[config.mk]
export PLATFORM = sky130hd
export DESIGN_NAME = lls_top
export DESIGN_NICKNAME = d
export VERILOG_FILES = /design/src/lls_pkg.sv /design/src/lls_top.sv
export SDC_FILE = /design/constraint.sdc
export NUM_CORES = 1
export LEC_CHECK = 0
export ABC_AREA = 0
export BUFFER_PORTS_ARGS = -buffer_cell sky130_fd_sc_hd__buf_2
export CAP_MARGIN = 40
export CORE_MARGIN = 2
export CORE_UTILIZATION = 65
export DETAILED_ROUTE_END_ITERATION = 12
export PLACE_DENSITY = 0.95
export REMOVE_ABC_BUFFERS = 1
export SETUP_SLACK_MARGIN = 0.4
export SLEW_MARGIN = 20
export SYNTH_ARGS = -nofsm -noshare
export SYNTH_HDL_FRONTEND = slang
export SYNTH_SLANG_ARGS = --single-unit
[constraint.sdc]
create_clock -name mclk_i -period 5.5 [get_ports mclk_i]
set_input_delay 1.1 -clock mclk_i [delete_from_list [all_inputs] [get_ports mclk_i]]
set_output_delay 1.1 -clock mclk_i [all_outputs]
set_load 0.03 [all_outputs]
[src/lls_pkg.sv]
// constants for the lane link status flag bank
package lls_pkg;
   // register offsets (12-bit byte addresses)
   localparam logic [11:0] LANE5_STATE_OFS = 12'h4B5;
   localparam logic [11:0] LANE6_STATE_OFS = 12'h4B6;
   localparam logic [11:0] IRQ_STAT_OFS    = 12'h4C0;
   localparam logic [11:0] IRQ_MASK_OFS    = 12'h4C1;
   localparam logic [11:0] CNT_CLEAR_OFS   = 12'h4C2;
   // reset values and the counter saturation value
   localparam logic [7:0]  STATE_RST       = 8'h00;
   localparam logic [3:0]  IRQ_RST         = 4'h0;
   localparam logic [7:0]  CNT_RST         = 8'h00;
   localparam logic [7:0]  CNT_MAX         = 8'hFF;
   // lane status bit positions
   localparam int          DISP_BIT        = 7;
   localparam int          BADSYM_BIT      = 6;
   localparam int          CTRL_BIT        = 5;
   localparam int          DESKEW_BIT      = 4;
   localparam int          ALIGN_BIT       = 3;
   localparam int          SUM_BIT         = 2;
   localparam int          FRAME_BIT       = 1;
   localparam int          CGS_BIT         = 0;
   // interrupt status bit positions
   localparam int          IRQ_DISP_BIT    = 0;
   localparam int          IRQ_BADSYM_BIT  = 1;
   localparam int          IRQ_CTRL_BIT    = 2;
   localparam int          IRQ_LOSS_BIT    = 3;
   // counter clear register bit
   localparam int          CLEAR_BIT       = 0;
   // geometry: links paged, error kinds, counters
   localparam int          NUM_LINKS       = 2;
   localparam int          NUM_KINDS       = 3;
   localparam int          NUM_CNT         = 12;
endpackage : lls_pkg

[src/lls_top.sv]
// lane 5 and lane 6 link status flags, paged by link, with error counters
// register map, all registers eight bits wide
//   lane5 state   : disparity, bad symbol, stray control, deskew,
//                   alignment, checksum, frame sync, code group sync
//   lane6 state   : same layout; bit 0 is not carried and reads zero
//   irq status    : sticky event bits, a written one clears its bit
//   irq mask      : a one lets the matching status bit reach irq_o
//   counter clear : write-only strobe that zeroes all error counters
//
// timing, counted in clock edges
//   read data stand only in the cycle after the read strobe
//   a status input shows in read data two edges after it moves
//   an error pulse reaches its flag one edge after it is counted
//   a new mask reaches irq_o one edge after the write lands
//   the link page is applied at the read; software sets it first
//
// limitations
//   status flags are live copies of the lane state, not sticky
//   counters saturate at their top value and never wrap
//   one threshold serves every lane, error kind and link
//   interrupts catch a rising error flag or a falling lock only
//
// Strobed register access is this design's own decision.
`timescale 1ns/10ps

// saturating error counter with threshold flag
module lls_err_cnt (
   // clock and reset
   input  wire logic       mclk_i,
   input  wire logic       rst_i,
   // control
   input  wire logic       clear_i,
   input  wire logic       event_i,
   input  wire logic [7:0] thresh_i,
   // flag
   output logic            high_o
);
   logic [7:0] cnt_reg;
   logic [7:0] cnt_next;
   logic       high_reg;
   logic       cnt_at_max;
   logic [7:0] cnt_inc;

   // saturate so a long error burst never wraps back below threshold
   assign cnt_at_max = (cnt_reg == lls_pkg::CNT_MAX);
   assign cnt_inc    = cnt_reg + 8'h01;
   // a clear beats an error event that lands in the same cycle
   assign cnt_next   = clear_i ? lls_pkg::CNT_RST :
                       (event_i && !cnt_at_max) ? cnt_inc : cnt_reg;

   // count and compare continuously
   always_ff @(posedge mclk_i) begin
      if (rst_i) begin
         cnt_reg  <= lls_pkg::CNT_RST;
         high_reg <= 1'b0;
      end else begin
         cnt_reg  <= cnt_next;
         high_reg <= (cnt_reg >= thresh_i);
      end
   end

   assign high_o = high_reg;
endmodule // lls_err_cnt

module lls_top (
   // clock and reset
   input  wire logic       mclk_i,
   input  wire logic       rst_i,
   // register port
   input  wire logic [11:0] addr_i,
   input  wire logic [7:0]  wdata_i,
   input  wire logic        wr_i,
   input  wire logic        rd_i,
   output logic [7:0]       rdata_o,
   // paging and threshold
   input  wire logic        link_page_i,
   input  wire logic [7:0]  error_count_threshold_i,
   // lane 5 status per link
   input  wire logic [1:0]  lane5_align_seq_ok_i,
   input  wire logic [1:0]  lane5_sum_check_ok_i,
   input  wire logic [1:0]  lane5_frame_locked_i,
   input  wire logic [1:0]  lane5_codegroup_locked_i,
   input  wire logic [1:0]  lane5_deskew_done_i,
   // lane 6 status per link
   input  wire logic [1:0]  lane6_align_seq_ok_i,
   input  wire logic [1:0]  lane6_sum_check_ok_i,
   input  wire logic [1:0]  lane6_frame_locked_i,
   input  wire logic [1:0]  lane6_deskew_done_i,
   // error event pulses per link
   input  wire logic [1:0]  lane5_disparity_err_i,
   input  wire logic [1:0]  lane5_badsymbol_err_i,
   input  wire logic [1:0]  lane5_stray_ctrl_err_i,
   input  wire logic [1:0]  lane6_disparity_err_i,
   input  wire logic [1:0]  lane6_badsymbol_err_i,
   input  wire logic [1:0]  lane6_stray_ctrl_err_i,
   // interrupt
   output logic             irq_o
);
   // captured lane status, index is the link
   logic [1:0] l5_align_reg;
   logic [1:0] l5_sum_reg;
   logic [1:0] l5_frame_reg;
   logic [1:0] l5_cgs_reg;
   logic [1:0] l5_deskew_reg;
   logic [1:0] l6_align_reg;
   logic [1:0] l6_sum_reg;
   logic [1:0] l6_frame_reg;
   logic [1:0] l6_deskew_reg;

   // interrupt and read path state
   logic [3:0]  irq_stat_reg;
   logic [3:0]  irq_stat_next;
   logic [3:0]  irq_mask_reg;
   logic [11:0] high_dly_reg;
   logic [7:0]  rdata_reg;
   logic [7:0]  rdata_next;
   logic        irq_reg;

   // counter wiring: index = lane*6 + kind*2 + link
   logic [11:0] err_evt;
   logic [11:0] err_high;
   logic [11:0] err_rise;
   logic        cnt_clear;

   // address decode
   // all twelve bits are compared, so no register shows up at an alias
   logic hit_l5;
   logic hit_l6;
   logic hit_stat;
   logic hit_mask;
   logic hit_clear;

   assign hit_l5    = (addr_i == lls_pkg::LANE5_STATE_OFS);
   assign hit_l6    = (addr_i == lls_pkg::LANE6_STATE_OFS);
   assign hit_stat  = (addr_i == lls_pkg::IRQ_STAT_OFS);
   assign hit_mask  = (addr_i == lls_pkg::IRQ_MASK_OFS);
   assign hit_clear = (addr_i == lls_pkg::CNT_CLEAR_OFS);

   // clear strobe is a self-clearing write, no storage needed
   assign cnt_clear = wr_i && hit_clear && wdata_i[lls_pkg::CLEAR_BIT];

   // error event vector, lane 5 in the low half
   // this order must match the indexes used by the paged views below
   assign err_evt = {lane6_stray_ctrl_err_i,
                     lane6_badsymbol_err_i,
                     lane6_disparity_err_i,
                     lane5_stray_ctrl_err_i,
                     lane5_badsymbol_err_i,
                     lane5_disparity_err_i};

   // one counter per lane, kind and link
   // twelve small counters keep lanes and links apart at a modest area cost
   genvar g;
   generate
      for (g = 0; g < lls_pkg::NUM_CNT; g++) begin : g_cnt
         lls_err_cnt u_cnt (
            .mclk_i   (mclk_i),
            .rst_i    (rst_i),
            .clear_i  (cnt_clear),
            .event_i  (err_evt[g]),
            .thresh_i (error_count_threshold_i),
            .high_o   (err_high[g])
         );
      end
   endgenerate

   // capture lane status; all flags start at zero
   // one flop per input: the lane logic shares this clock, so no synchroniser
   always_ff @(posedge mclk_i) begin
      if (rst_i) begin
         l5_align_reg  <= 2'h0;
         l5_sum_reg    <= 2'h0;
         l5_frame_reg  <= 2'h0;
         l5_cgs_reg    <= 2'h0;
         l5_deskew_reg <= 2'h0;
         l6_align_reg  <= 2'h0;
         l6_sum_reg    <= 2'h0;
         l6_frame_reg  <= 2'h0;
         l6_deskew_reg <= 2'h0;
      end else begin
         l5_align_reg  <= lane5_align_seq_ok_i;
         l5_sum_reg    <= lane5_sum_check_ok_i;
         l5_frame_reg  <= lane5_frame_locked_i;
         l5_cgs_reg    <= lane5_codegroup_locked_i;
         l5_deskew_reg <= lane5_deskew_done_i;
         l6_align_reg  <= lane6_align_seq_ok_i;
         l6_sum_reg    <= lane6_sum_check_ok_i;
         l6_frame_reg  <= lane6_frame_locked_i;
         l6_deskew_reg <= lane6_deskew_done_i;
      end
   end

   // paged views of the two status registers
   logic [7:0] lane5_link_state;
   logic [7:0] lane6_link_state;
   logic       pg;

   // software must set the page first; a read shows whatever is paged now
   assign pg = link_page_i;

   // lane5 upper bits carry its own error flags and deskew
   assign lane5_link_state = {err_high[0 + pg],   // disparity
                              err_high[2 + pg],   // bad symbol
                              err_high[4 + pg],   // stray control
                              l5_deskew_reg[pg],
                              l5_align_reg[pg],
                              l5_sum_reg[pg],
                              l5_frame_reg[pg],
                              l5_cgs_reg[pg]};

   // code group sync of lane 6 is not carried here and reads zero
   assign lane6_link_state = {err_high[6 + pg],
                              err_high[8 + pg],
                              err_high[10 + pg],
                              l6_deskew_reg[pg],
                              l6_align_reg[pg],
                              l6_sum_reg[pg],
                              l6_frame_reg[pg],
                              1'b0};

   // read mux; unmapped addresses read zero, status regs ignore writes
   // read data are zero outside the read cycle, so an or of read buses stays clean
   assign rdata_next = !rd_i     ? 8'h00 :
                       hit_l5    ? lane5_link_state :
                       hit_l6    ? lane6_link_state :
                       hit_stat  ? {4'h0, irq_stat_reg} :
                       hit_mask  ? {4'h0, irq_mask_reg} :
                       8'h00;

   // rising threshold flags and lost lock are the interrupt events
   logic [3:0] irq_evt;
   logic [1:0] loss_l5;
   logic [1:0] loss_l6;
   logic [1:0] l5_frame_dly_reg;
   logic [1:0] l5_cgs_dly_reg;
   logic [1:0] l6_frame_dly_reg;

   // a link drop clears every stage together, giving one loss event per drop
   assign err_rise = err_high & ~high_dly_reg;
   assign loss_l5  = (l5_frame_dly_reg & ~l5_frame_reg) | (l5_cgs_dly_reg & ~l5_cgs_reg);
   assign loss_l6  = l6_frame_dly_reg & ~l6_frame_reg;

   assign irq_evt[lls_pkg::IRQ_DISP_BIT]   = |{err_rise[7:6], err_rise[1:0]};
   assign irq_evt[lls_pkg::IRQ_BADSYM_BIT] = |{err_rise[9:8], err_rise[3:2]};
   assign irq_evt[lls_pkg::IRQ_CTRL_BIT]   = |{err_rise[11:10], err_rise[5:4]};
   assign irq_evt[lls_pkg::IRQ_LOSS_BIT]   = |{loss_l5, loss_l6};

   // write one to clear; a new event in the same cycle wins
   logic       stat_wr;
   logic       mask_wr;
   logic [3:0] stat_clr;
   logic       irq_next;

   // write decodes shared by the status and mask registers
   assign stat_wr       = wr_i && hit_stat;
   assign mask_wr       = wr_i && hit_mask;
   assign stat_clr      = stat_wr ? wdata_i[3:0] : 4'h0;
   assign irq_stat_next = (irq_stat_reg & ~stat_clr) | irq_evt;

   // irq rises at the edge that sets status; a new mask counts one edge later
   assign irq_next      = |(irq_stat_next & irq_mask_reg);

   // interrupt, mask and read data registers
   always_ff @(posedge mclk_i) begin
      if (rst_i) begin
         irq_stat_reg     <= lls_pkg::IRQ_RST;
         irq_mask_reg     <= lls_pkg::IRQ_RST;
         high_dly_reg     <= 12'h000;
         l5_frame_dly_reg <= 2'h0;
         l5_cgs_dly_reg   <= 2'h0;
         l6_frame_dly_reg <= 2'h0;
         rdata_reg        <= lls_pkg::STATE_RST;
         irq_reg          <= 1'b0;
      end else begin
         irq_stat_reg     <= irq_stat_next;
         if (mask_wr) begin
            irq_mask_reg <= wdata_i[3:0];
         end
         high_dly_reg     <= err_high;
         l5_frame_dly_reg <= l5_frame_reg;
         l5_cgs_dly_reg   <= l5_cgs_reg;
         l6_frame_dly_reg <= l6_frame_reg;
         rdata_reg        <= rdata_next;
         irq_reg          <= irq_next;
      end
   end

   // outputs come straight from flops
   assign rdata_o = rdata_reg;
   assign irq_o   = irq_reg;
endmodule // lls_top

Word level (Yosys, flattened, before mapping)
Cells that the tools add are included.
{"block": "word_totals", "ff_bits": 161, "out_inout_bits": 9, "wordCells": 178}
{"block": "op_classes", "add_sub_neg": 17, "order_cmp": 19, "eq_ne": 17, "mux": 35, "bitwise": 14, "reduce_logical": 35}
{"operator": "adder 8 x 1 -> 8 bit, second input constant", "count": 12}
{"operator": "equality test 8 bit, second input constant", "count": 12}
{"operator": "greater-or-equal comparator 8 bit", "count": 12}
{"operator": "equality test 12 x 11 -> 1 bit, second input constant", "count": 5}
{"operator": "2-to-1 mux 1 bit", "count": 25}
{"operator": "binary-select mux 1 bit (select 4 bit)", "count": 5}
{"operator": "OR reduction 4 bit", "count": 5}
{"operator": "logical AND 1 bit", "count": 16}
{"operator": "2-to-1 mux 8 bit", "count": 2}
{"operator": "AND 12 bit", "count": 1}
{"operator": "logical NOT 1 bit", "count": 12}
{"operator": "2-to-1 mux 4 bit", "count": 3}
{"operator": "NOT 12 bit", "count": 1}
{"operator": "adder 4 x 1 -> 5 bit, first input constant", "count": 2}
{"operator": "less-than comparator 4 x 5 -> 1 bit, second input constant", "count": 2}
{"operator": "less-than comparator 5 bit, second input constant", "count": 2}
{"operator": "adder 3 x 1 -> 4 bit, first input constant", "count": 2}
{"operator": "AND 4 bit", "count": 2}
{"operator": "AND 2 bit", "count": 3}
{"operator": "NOT 2 bit", "count": 3}
{"operator": "less-than comparator 1 x 5 -> 1 bit, second input constant", "count": 1}
{"operator": "less-than comparator 3 x 5 -> 1 bit, second input constant", "count": 1}
{"operator": "NOT 4 bit", "count": 1}
{"operator": "OR 4 bit", "count": 1}
{"operator": "other kinds (5)", "count": 6}

Depth between registers and ports, before layout
Gate-level depths: netlist of the first run.
{"block": "depth", "ltp_word": 8, "depth_mapped": 7, "mapped_depth_nobuf": 7}

Modules after synthesis
From an unflattened synthesis of the first run, not the netlist that was laid out.
{"block": "unflattened", "cells_unflattened": 1075, "hier_area_um2": 9320.2}
{"mod": "lls_err_cnt", "n_inst": 12, "cells_each": 72, "area_per_inst_um2": 600.6, "seq_area_each_um2": 180.2}
{"mod": "lls_top", "n_inst": 1, "cells_each": 211, "area_per_inst_um2": 2113.3, "seq_area_each_um2": 1061.0}

Least setup slack after synthesis of the first run
Ideal clock, no wire load.
{"block": "synth_timing", "kind": "input to register", "start": "in addr_i[3]", "end": "reg irq_reg, in the netlist irq_o", "arrival_time_ns": 2.892, "required_ns": 5.365, "setup_slack_ns": 2.473, "path_stages": 6, "n_path_buf": 1, "cell_sequence": "or4b_1 -> or3_1 -> buf_2 -> or4_4 -> o21ai_0 -> o2111ai_1"}
{"block": "synth_via", "elab_chain_cells": 8}
{"element": "start: declaration", "line": "lls_top.sv:70", "source": "input wire logic [11:0] addr_i,"}
{"element": "equality test 12 x 11 -> 1 bit", "line": "lls_top.sv:135", "source": "assign hit_stat = (addr_i == lls_pkg::IRQ_STAT_OFS);"}
{"element": "logical AND 1 bit", "line": "lls_top.sv:255", "source": "assign stat_wr = wr_i && hit_stat;"}
{"element": "2-to-1 mux 4 bit", "line": "lls_top.sv:257", "source": "assign stat_clr = stat_wr ? wdata_i[3:0] : 4'h0;"}
{"element": "NOT 4 bit", "line": "lls_top.sv:258", "source": "assign irq_stat_next = (irq_stat_reg & ~stat_clr) | irq_evt;"}
{"element": "AND 4 bit", "line": "lls_top.sv:258"}
{"element": "OR 4 bit", "line": "lls_top.sv:258"}
{"element": "AND 4 bit", "line": "lls_top.sv:261", "source": "assign irq_next = |(irq_stat_next & irq_mask_reg);"}
{"element": "OR reduction 4 bit", "line": "lls_top.sv:261"}
{"element": "end signal: assignment", "line": "lls_top.sv:284", "source": "irq_reg <= irq_next;"}
{"element": "end: declaration", "line": "lls_top.sv:117", "source": "logic irq_reg;"}
No other way between the ends.
A chain may end at the register's enable or synchronous reset.

Worst setup path in the final report of the first run
{"block": "layout_timing", "start": "in addr_i[3]", "end": "reg g_cnt[2].u_cnt.cnt_reg[7]"}
{"block": "layout_via", "elab_chain_cells": 4}
{"element": "equality test 12 x 11 -> 1 bit", "line": "lls_top.sv:137", "source": "assign hit_clear = (addr_i == lls_pkg::CNT_CLEAR_OFS);"}
{"element": "logical AND 1 bit (2 in series)", "line": "lls_top.sv:140", "source": "assign cnt_clear = wr_i && hit_clear && wdata_i[lls_pkg::CLEAR_BIT];"}
{"element": "OR reduction 2 bit (no line)"}
{"element": "end signal: assignment", "line": "lls_top.sv:54", "source": "cnt_reg <= lls_pkg::CNT_RST;"}
{"element": "end signal: assignment", "line": "lls_top.sv:57", "source": "cnt_reg <= cnt_next;"}
{"element": "end: declaration", "line": "lls_top.sv:38", "source": "logic [7:0] cnt_reg;"}
No other way between the ends.

==> results of run 1 <==
## synthesized netlist by cell type, drive strengths merged, types with 22 or more instances
| library cell | instances |
|---|---|
| dfxtp | 161 |
| ha | 108 |
| nor2 | 82 |
| inv | 67 |
| nor2b | 53 |
| a21oi | 46 |
| nand2 | 44 |
| nand4 | 31 |
| xnor2 | 29 |
| nor3 | 27 |
| mux2i | 26 |
| nand3 | 25 |
| o21ai | 25 |
| xor2 | 22 |
## tightest hold or removal path: cells and delay by family, from the launching register on
family / cells / cell delay (ns)
DFF: 1 / 0.31
buffers and inverters: 1 / 0.06
and+or+nand+nor: 1 / 0.04
## stage by stage
stage,instances,power [mW],setup slack [ns],hold WS (ns),util (%)
2_1_floorplan,925,1.382,0.7000,0.4267,-
3_3_place_gp,1170,1.454,1.868,0.4470,69.47
3_5_place_dp,1171,1.471,1.978,0.4472,69.68
4_1_cts,1202,2.686,2.428,0.4563,74.35
5_1_grt,1202,2.757,2.292,0.4923,74.35
6_report,1202,2.678,2.393,0.4584,74.35
## cell families after synthesis
group,after synthesis,share of synthesized area [%]
adders and majority gates,108,15.58
DFF,161,37.15
AOI/OAI and AO/OA,177,14.26
xor gates and xnor gates,51,5.148
and+or+nand+nor,333,20.32
muxes,28,3.259
buffers and inverters,90,4.283
## final timing paths
kind                                             to  slack, ns  depth (start not counted)
min                      high_dly_reg[3]$_SDFF_PP0_       0.46                          2
min reg2reg              high_dly_reg[3]$_SDFF_PP0_       0.46                          2
max reg2reg  g_cnt[3].u_cnt.cnt_reg[3]$_SDFFE_PP0P_       3.59                          6
max          g_cnt[2].u_cnt.cnt_reg[7]$_SDFFE_PP0P_       2.39                          7
## cells in the final DEF, fill, tap and decap left out, types with 13 or more instances in the layout
cell type  synthesis  final
o21ai_0           24     24
nor3_1            27     27
buf_2              3     67
nand2_1           44     44
a31oi_1           20     20
dfxtp_1          161    161
xnor2_1           29     29
and3_1            14     14
nand3_1           25     25
nor2_1            82     82
o2111ai_1         13     13
xor2_1            22     22
a221oi_1          13     13
mux2i_1           26     26
a21oi_1           46     46
nand4_1           31     31
ha_1             108    108
clkbuf_16          0     17
nand2b_1          15     15
a211oi_1          14     14
inv_1             67     67
nor2b_1           53     53
## per-layer routing
metal / vias to the layer above / global-route usage (%) / wire [um]
li1: 3601 / - / -
met1: 3514 / 35.63 / 8701
met2: 258 / 49.04 / 9678
met3: 40 / 6.606 / 1260
met4: 0 / 9.632 / 313
met5: - / 0 / 0
## final cells by class
cell class,count,share of cell area (%)
clock buffers,22,4.957
inverters,67,2.575
flip-flops and latches,161,33.00
clock inverters,9,1.332
multi-input cells,697,52.02
well taps,176,2.254
repair buffers,70,3.868
## power by group
part	internal [mW]	switching, mW	total, mW
Clock	0.757	0.468	1.22
Combinational	0.0970	0.133	0.230
Sequential	1.20	0.0269	1.22
==> flow_summary.toml, run 1 <==
[run_status]
outcome = "complete, no violations"

[drt]
num_vias = 7413
viasPerCell = 6.167
dr.pass1.iters = 5
wl_per_cell_um = 16.60
wl_mm = 19.95
post-route-drc-count = 0
drt.antenna.violating_nets = 0
drtIter0Drc = 616

[finish]
drive_above_1_share_pct = 10.33
area_delta_synth_final_pct = 12.59
layout.nets = 1185
postLayoutCellArea_um2 = 9768
largest_register_ffs = 96
ff_latch_area_um2 = 3223
antenna_cells = 0
multi_input_area_um2 = 5081
fill_cells = 906

[critical_path]
cp_cell_sequence = "buf_2 > or4b_1 > or3_1 > o41ai_4 > buf_4 > buf_16 > nor2_1"
endpoint_kind = "flip-flop"
rr_startpoint = "g_cnt[3].u_cnt.cnt_reg[0]$_SDFFE_PP0P_"
arrival_ns = 3.42
worst-path-buf-inv = 3
start_kind = "primary input"
critical_path.top_delay_family = "simple AND/OR/NAND/NOR gates"
slowest_stage = "or4b_1"
max_stage_delay_ns = 0.58
required_ns = 5.81
startpoint = "addr_i[3]"
criticalPathCategory = "primary input to flip-flop"
cp_max_fo = 58

[global_route]
overflow = 0
track_usage_pct = 28.66
grt_pass1_vias = 7181
grt_pass1_wl_mm = 33.36
grt_max_degree = 64
antenna_found_initial = 0

[sta]
finalSetupViolCount = 0
maxSlewViolCount = 0
final_hold_viol_count = 0
fin_crit_sh_pct = 56.48
skew_ns = 0.005582
slew_headroom_pct = 50.39
rsz0062_at_grt = "no"
layout_min_cycle_time_ns = 3.107
max_freq_mhz = 321.9
tns_ns = 0
worst_pin_slew_ns = 0.7433

[job]
maxCapViolCount = 0

[cts]
clkTransAtPathRegs_ns = 0.06
cts-resized-gates = 0
htreeDepth = 4
ctsRootBufferMaster = "clkbuf_16"
holdBufCountCts = 0
cts_buffers = 17
clkLatencyLatePin_ns = 0.44
cts_tree = "built"
clock_path_buffers = 2
post_cts_buffers = 0
cts_sinks = 161

[floorplan]
start_util_pct = 66.04
dieArea_um2 = 14290
die-height_um = 119.5
rows = 42
core_um2 = 13140
io_pins = 72
die_x_um = 119.5

[synthesis]
netlist_area_um2 = 8676
synth-seq-area-share_pct = 37.15
synth.distinct_cells = 51
syn_area_per_cell_um2 = 9.152
yosysTopAreaCellShare_pct = 37.15
synth-edff-count = 0
ys_warn_count = 0
syn_inst = 948
async_flop_share_pct = 0
ys_top_cells_by_area = "dfxtp_1 37%, ha_1 16%, nor2b_1 3.8%, nor2_1 3.5%, mux2i_1 3.0%"
ys_seq_elements = 161
yosysTopAreaCell = "dfxtp_1"
ys.flop_type = "dfxtp_1"

[placement]
portBuffers = 67
dp_hpwl_mm = 13.18
place.gp.congestion = 0.8307
placed_area_um2 = 9154

[min_path]
hold_class = "flip-flop to flip-flop"
hp-start = "g_cnt[3].u_cnt.high_o$_SDFF_PP0_"

[pwr]
pwr_density_cell_nw_per_um2 = 274.1
power_leakage_nw = 4.130
irDropWorstVdd_uv = 256.8
Note: power is estimated with default switching activity, not from simulation.
==> run 2, diff against run 1 <==
ABC_AREA = 1   (was 0)
CORE_UTILIZATION = 55   (was 65)
PLACE_DENSITY = 0.88   (was 0.95)
clock period = 2.8 ns   (was 5.5 ns; I/O delays follow)
==> flow_summary.toml, run 2 <==
[run_status]
outcome = "complete, no violations"

[drt]
drt.antenna.violating_nets = 0
wl_per_cell_um = 13.77
drtIter0Drc = 604
wl_mm = 21.83
dr.pass1.iters = 6
viasPerCell = 5.394
num_vias = 8550
post-route-drc-count = 0

[cts]
holdBufCountCts = 0
post_cts_buffers = 0
clock_path_buffers = 2
clkLatencyLatePin_ns = 0.44
cts_sinks = 161
cts-resized-gates = 0
cts_buffers = 17
htreeDepth = 4
ctsRootBufferMaster = "clkbuf_16"
cts_tree = "built"
clkTransAtPathRegs_ns = 0.06

[synthesis]
ys_warn_count = 0
yosysMostFrequentCell = "nand2_1"
ys_top_cells_by_area = "dfxtp_1 34%, ha_1 14%, nand2_1 11%, a21oi_1 8.2%, inv_1 6.9%"
synth-seq-area-share_pct = 34.08
syn_inst = 1272
netlist_area_um2 = 9457
synth_common_cells = "279 x nand2_1, 173 x inv_1, 161 x dfxtp_1"
yosysTopAreaCell = "dfxtp_1"
ys_seq_elements = 161
synth.distinct_cells = 38
async_flop_share_pct = 0
synth-edff-count = 0
yosysTopAreaCellShare_pct = 34.08
ys.flop_type = "dfxtp_1"
syn_area_per_cell_um2 = 7.434

[global_route]
track_usage_pct = 24.56
grt_pass1_vias = 8049
antenna_found_initial = 1
grt_pass1_wl_mm = 36.34
overflow = 0
grt_max_degree = 42

[finish]
final_common_cell = "nand2_1"
postLayoutCellArea_um2 = 10710
largest_register_ffs = 96
area_delta_synth_final_pct = 13.22
most-common-layout-cells = "279 x nand2_1, 173 x inv_1, 161 x dfxtp_1"
drive_above_1_share_pct = 13.11
antenna_cells = 0
layout.nets = 1524

[sta]
fin_crit_sh_pct = 68.30
skew_ns = 0.006631
final_hold_viol_count = 0
maxSlewViolCount = 0
slew_headroom_pct = 55.43
max_freq_mhz = 522.9
tns_ns = 0
layout_min_cycle_time_ns = 1.913
rsz0062_at_grt = "no"
worst_pin_slew_ns = 0.6679
worst_slack_ns = 0.8875
finalSetupViolCount = 0

[floorplan]
dieArea_um2 = 18260
core_um2 = 16700
die_x_um = 135.1
io_pins = 72
rows = 47
start_util_pct = 56.62
die-height_um = 135.1

[critical_path]
criticalPathCategory = "primary input to flip-flop"
r2r-end = "g_cnt[9].u_cnt.cnt_reg[7]$_SDFFE_PP0P_"
r2r_slack_ns = 1.13
cp_max_fo = 11
startpoint = "error_count_threshold_i[3]"
rr_startpoint = "g_cnt[9].u_cnt.cnt_reg[1]$_SDFFE_PP0P_"
rr_worst_depth = 11
required_ns = 3.13
endpoint_kind = "flip-flop"
start_kind = "primary input"
arrival_ns = 2.25

[job]
maxCapViolCount = 0

[pwr]
swShare_pct = 24.65
p_switching_mw = 1.318
irDropWorstVdd_uv = 548.5
power_leakage_nw = 5.130
pwr-share-comb_pct = 9.1
p_seq_share_pct = 44.6
clock_power_share_pct = 46.3
power.internal_mw = 4.030
pwr_density_cell_nw_per_um2 = 499.5

[min_path]
hp-start = "lane6_align_seq_ok_i[0]"
hold_class = "primary input to flip-flop"
hold-path-endpoint = "l6_align_reg[0]$_SDFF_PP0_"
hold_path_depth = 3

[placement]
portBuffers = 67
placed_area_um2 = 10080
dp_slack_ns = 0.5599
place.gp.congestion = 0.8650
dp_hpwl_mm = 15.36
## run 2: how the worst max path moves through the flow
| stage | end | slack, ns | cells after the start |
|---|---|---|---|
| final | g_cnt[2].u_cnt.high_o$_SDFF_PP0_ | 0.89 | 9 |
| after global routing | g_cnt[2].u_cnt.high_o$_SDFF_PP0_ | 0.80 | 9 |
| after CTS | g_cnt[2].u_cnt.high_o$_SDFF_PP0_ | 0.94 | 9 |
| after detailed placement | g_cnt[11].u_cnt.high_o$_SDFF_PP0_ | 0.56 | 10 |
| after global placement | g_cnt[2].u_cnt.high_o$_SDFF_PP0_ | 0.61 | 9 |
| after floorplan | g_cnt[9].u_cnt.cnt_reg[4]$_SDFFE_PP0P_ | 0.60 | 10 |
## run 2: final cells by class
cell class | instances | area [um2]
Fill cell | 1366 | 5995
Multi-Input combinational cell | 902 | 5401
Sequential cell | 161 | 3223
Inverter | 190 | 715.7
Timing Repair Buffer | 81 | 465.4
Clock buffer | 19 | 442.9
Tap cell | 220 | 275.3
Clock inverter | 12 | 182.7
## run 2: power groups by stage
stage	registers [mW]	logic (mW)	clock network [mW]
2_1_floorplan	2.42	0.298	0
3_3_place_gp	2.43	0.453	0
3_5_place_dp	2.43	0.476	0
4_1_cts	2.38	0.485	2.49
5_1_grt	2.39	0.548	2.59
6_report	2.38	0.488	2.48
## run 2: worst max-delay path: stages
cell and delay [ns]:
buf_2 0.10, inv_1 0.47, ha_1 0.36, a21oi_1 0.15
o21ai_0 0.11, nand2_1 0.07, o2111ai_1 0.23, nand2_1 0.14
inv_1 0.05
## run 2: metal layers
| layer | global-route usage (%) | up-vias | wire (um) |
|---|---|---|---|
| met5 | 0 | - | 13 |
| met4 | 7.986 | 2 | 409 |
| met3 | 4.805 | 46 | 1247 |
| met2 | 43.37 | 263 | 10680 |
| met1 | 30.05 | 3893 | 9477 |
| li1 | - | 4346 | - |
## run 2: logic make-up (layout without fill, tap and decap cells)
logic type / after synthesis / in the layout / share of synthesized area (%)
AND/OR/NAND/NOR: 510 / 510 / 24.69
AO/OA/AOI/OAI: 242 / 242 / 14.25
buffers and inverters: 209 / 302 / 8.799
flip-flops: 161 / 161 / 34.08
adder cells (fa/ha/maj): 108 / 108 / 14.29
XOR/XNOR: 42 / 42 / 3.890
## run 2: through the flow
stage	total power [mW]	instances	util (%)	hold slack, ns
6_report	5.348	1585	64.11	0.3312
5_1_grt	5.532	1585	64.11	0.3341
4_1_cts	5.361	1585	64.11	0.3235
3_5_place_dp	2.909	1554	60.36	0.4412
3_3_place_gp	2.883	1554	60.36	0.4383
2_1_floorplan	2.720	1253	-	0.4236
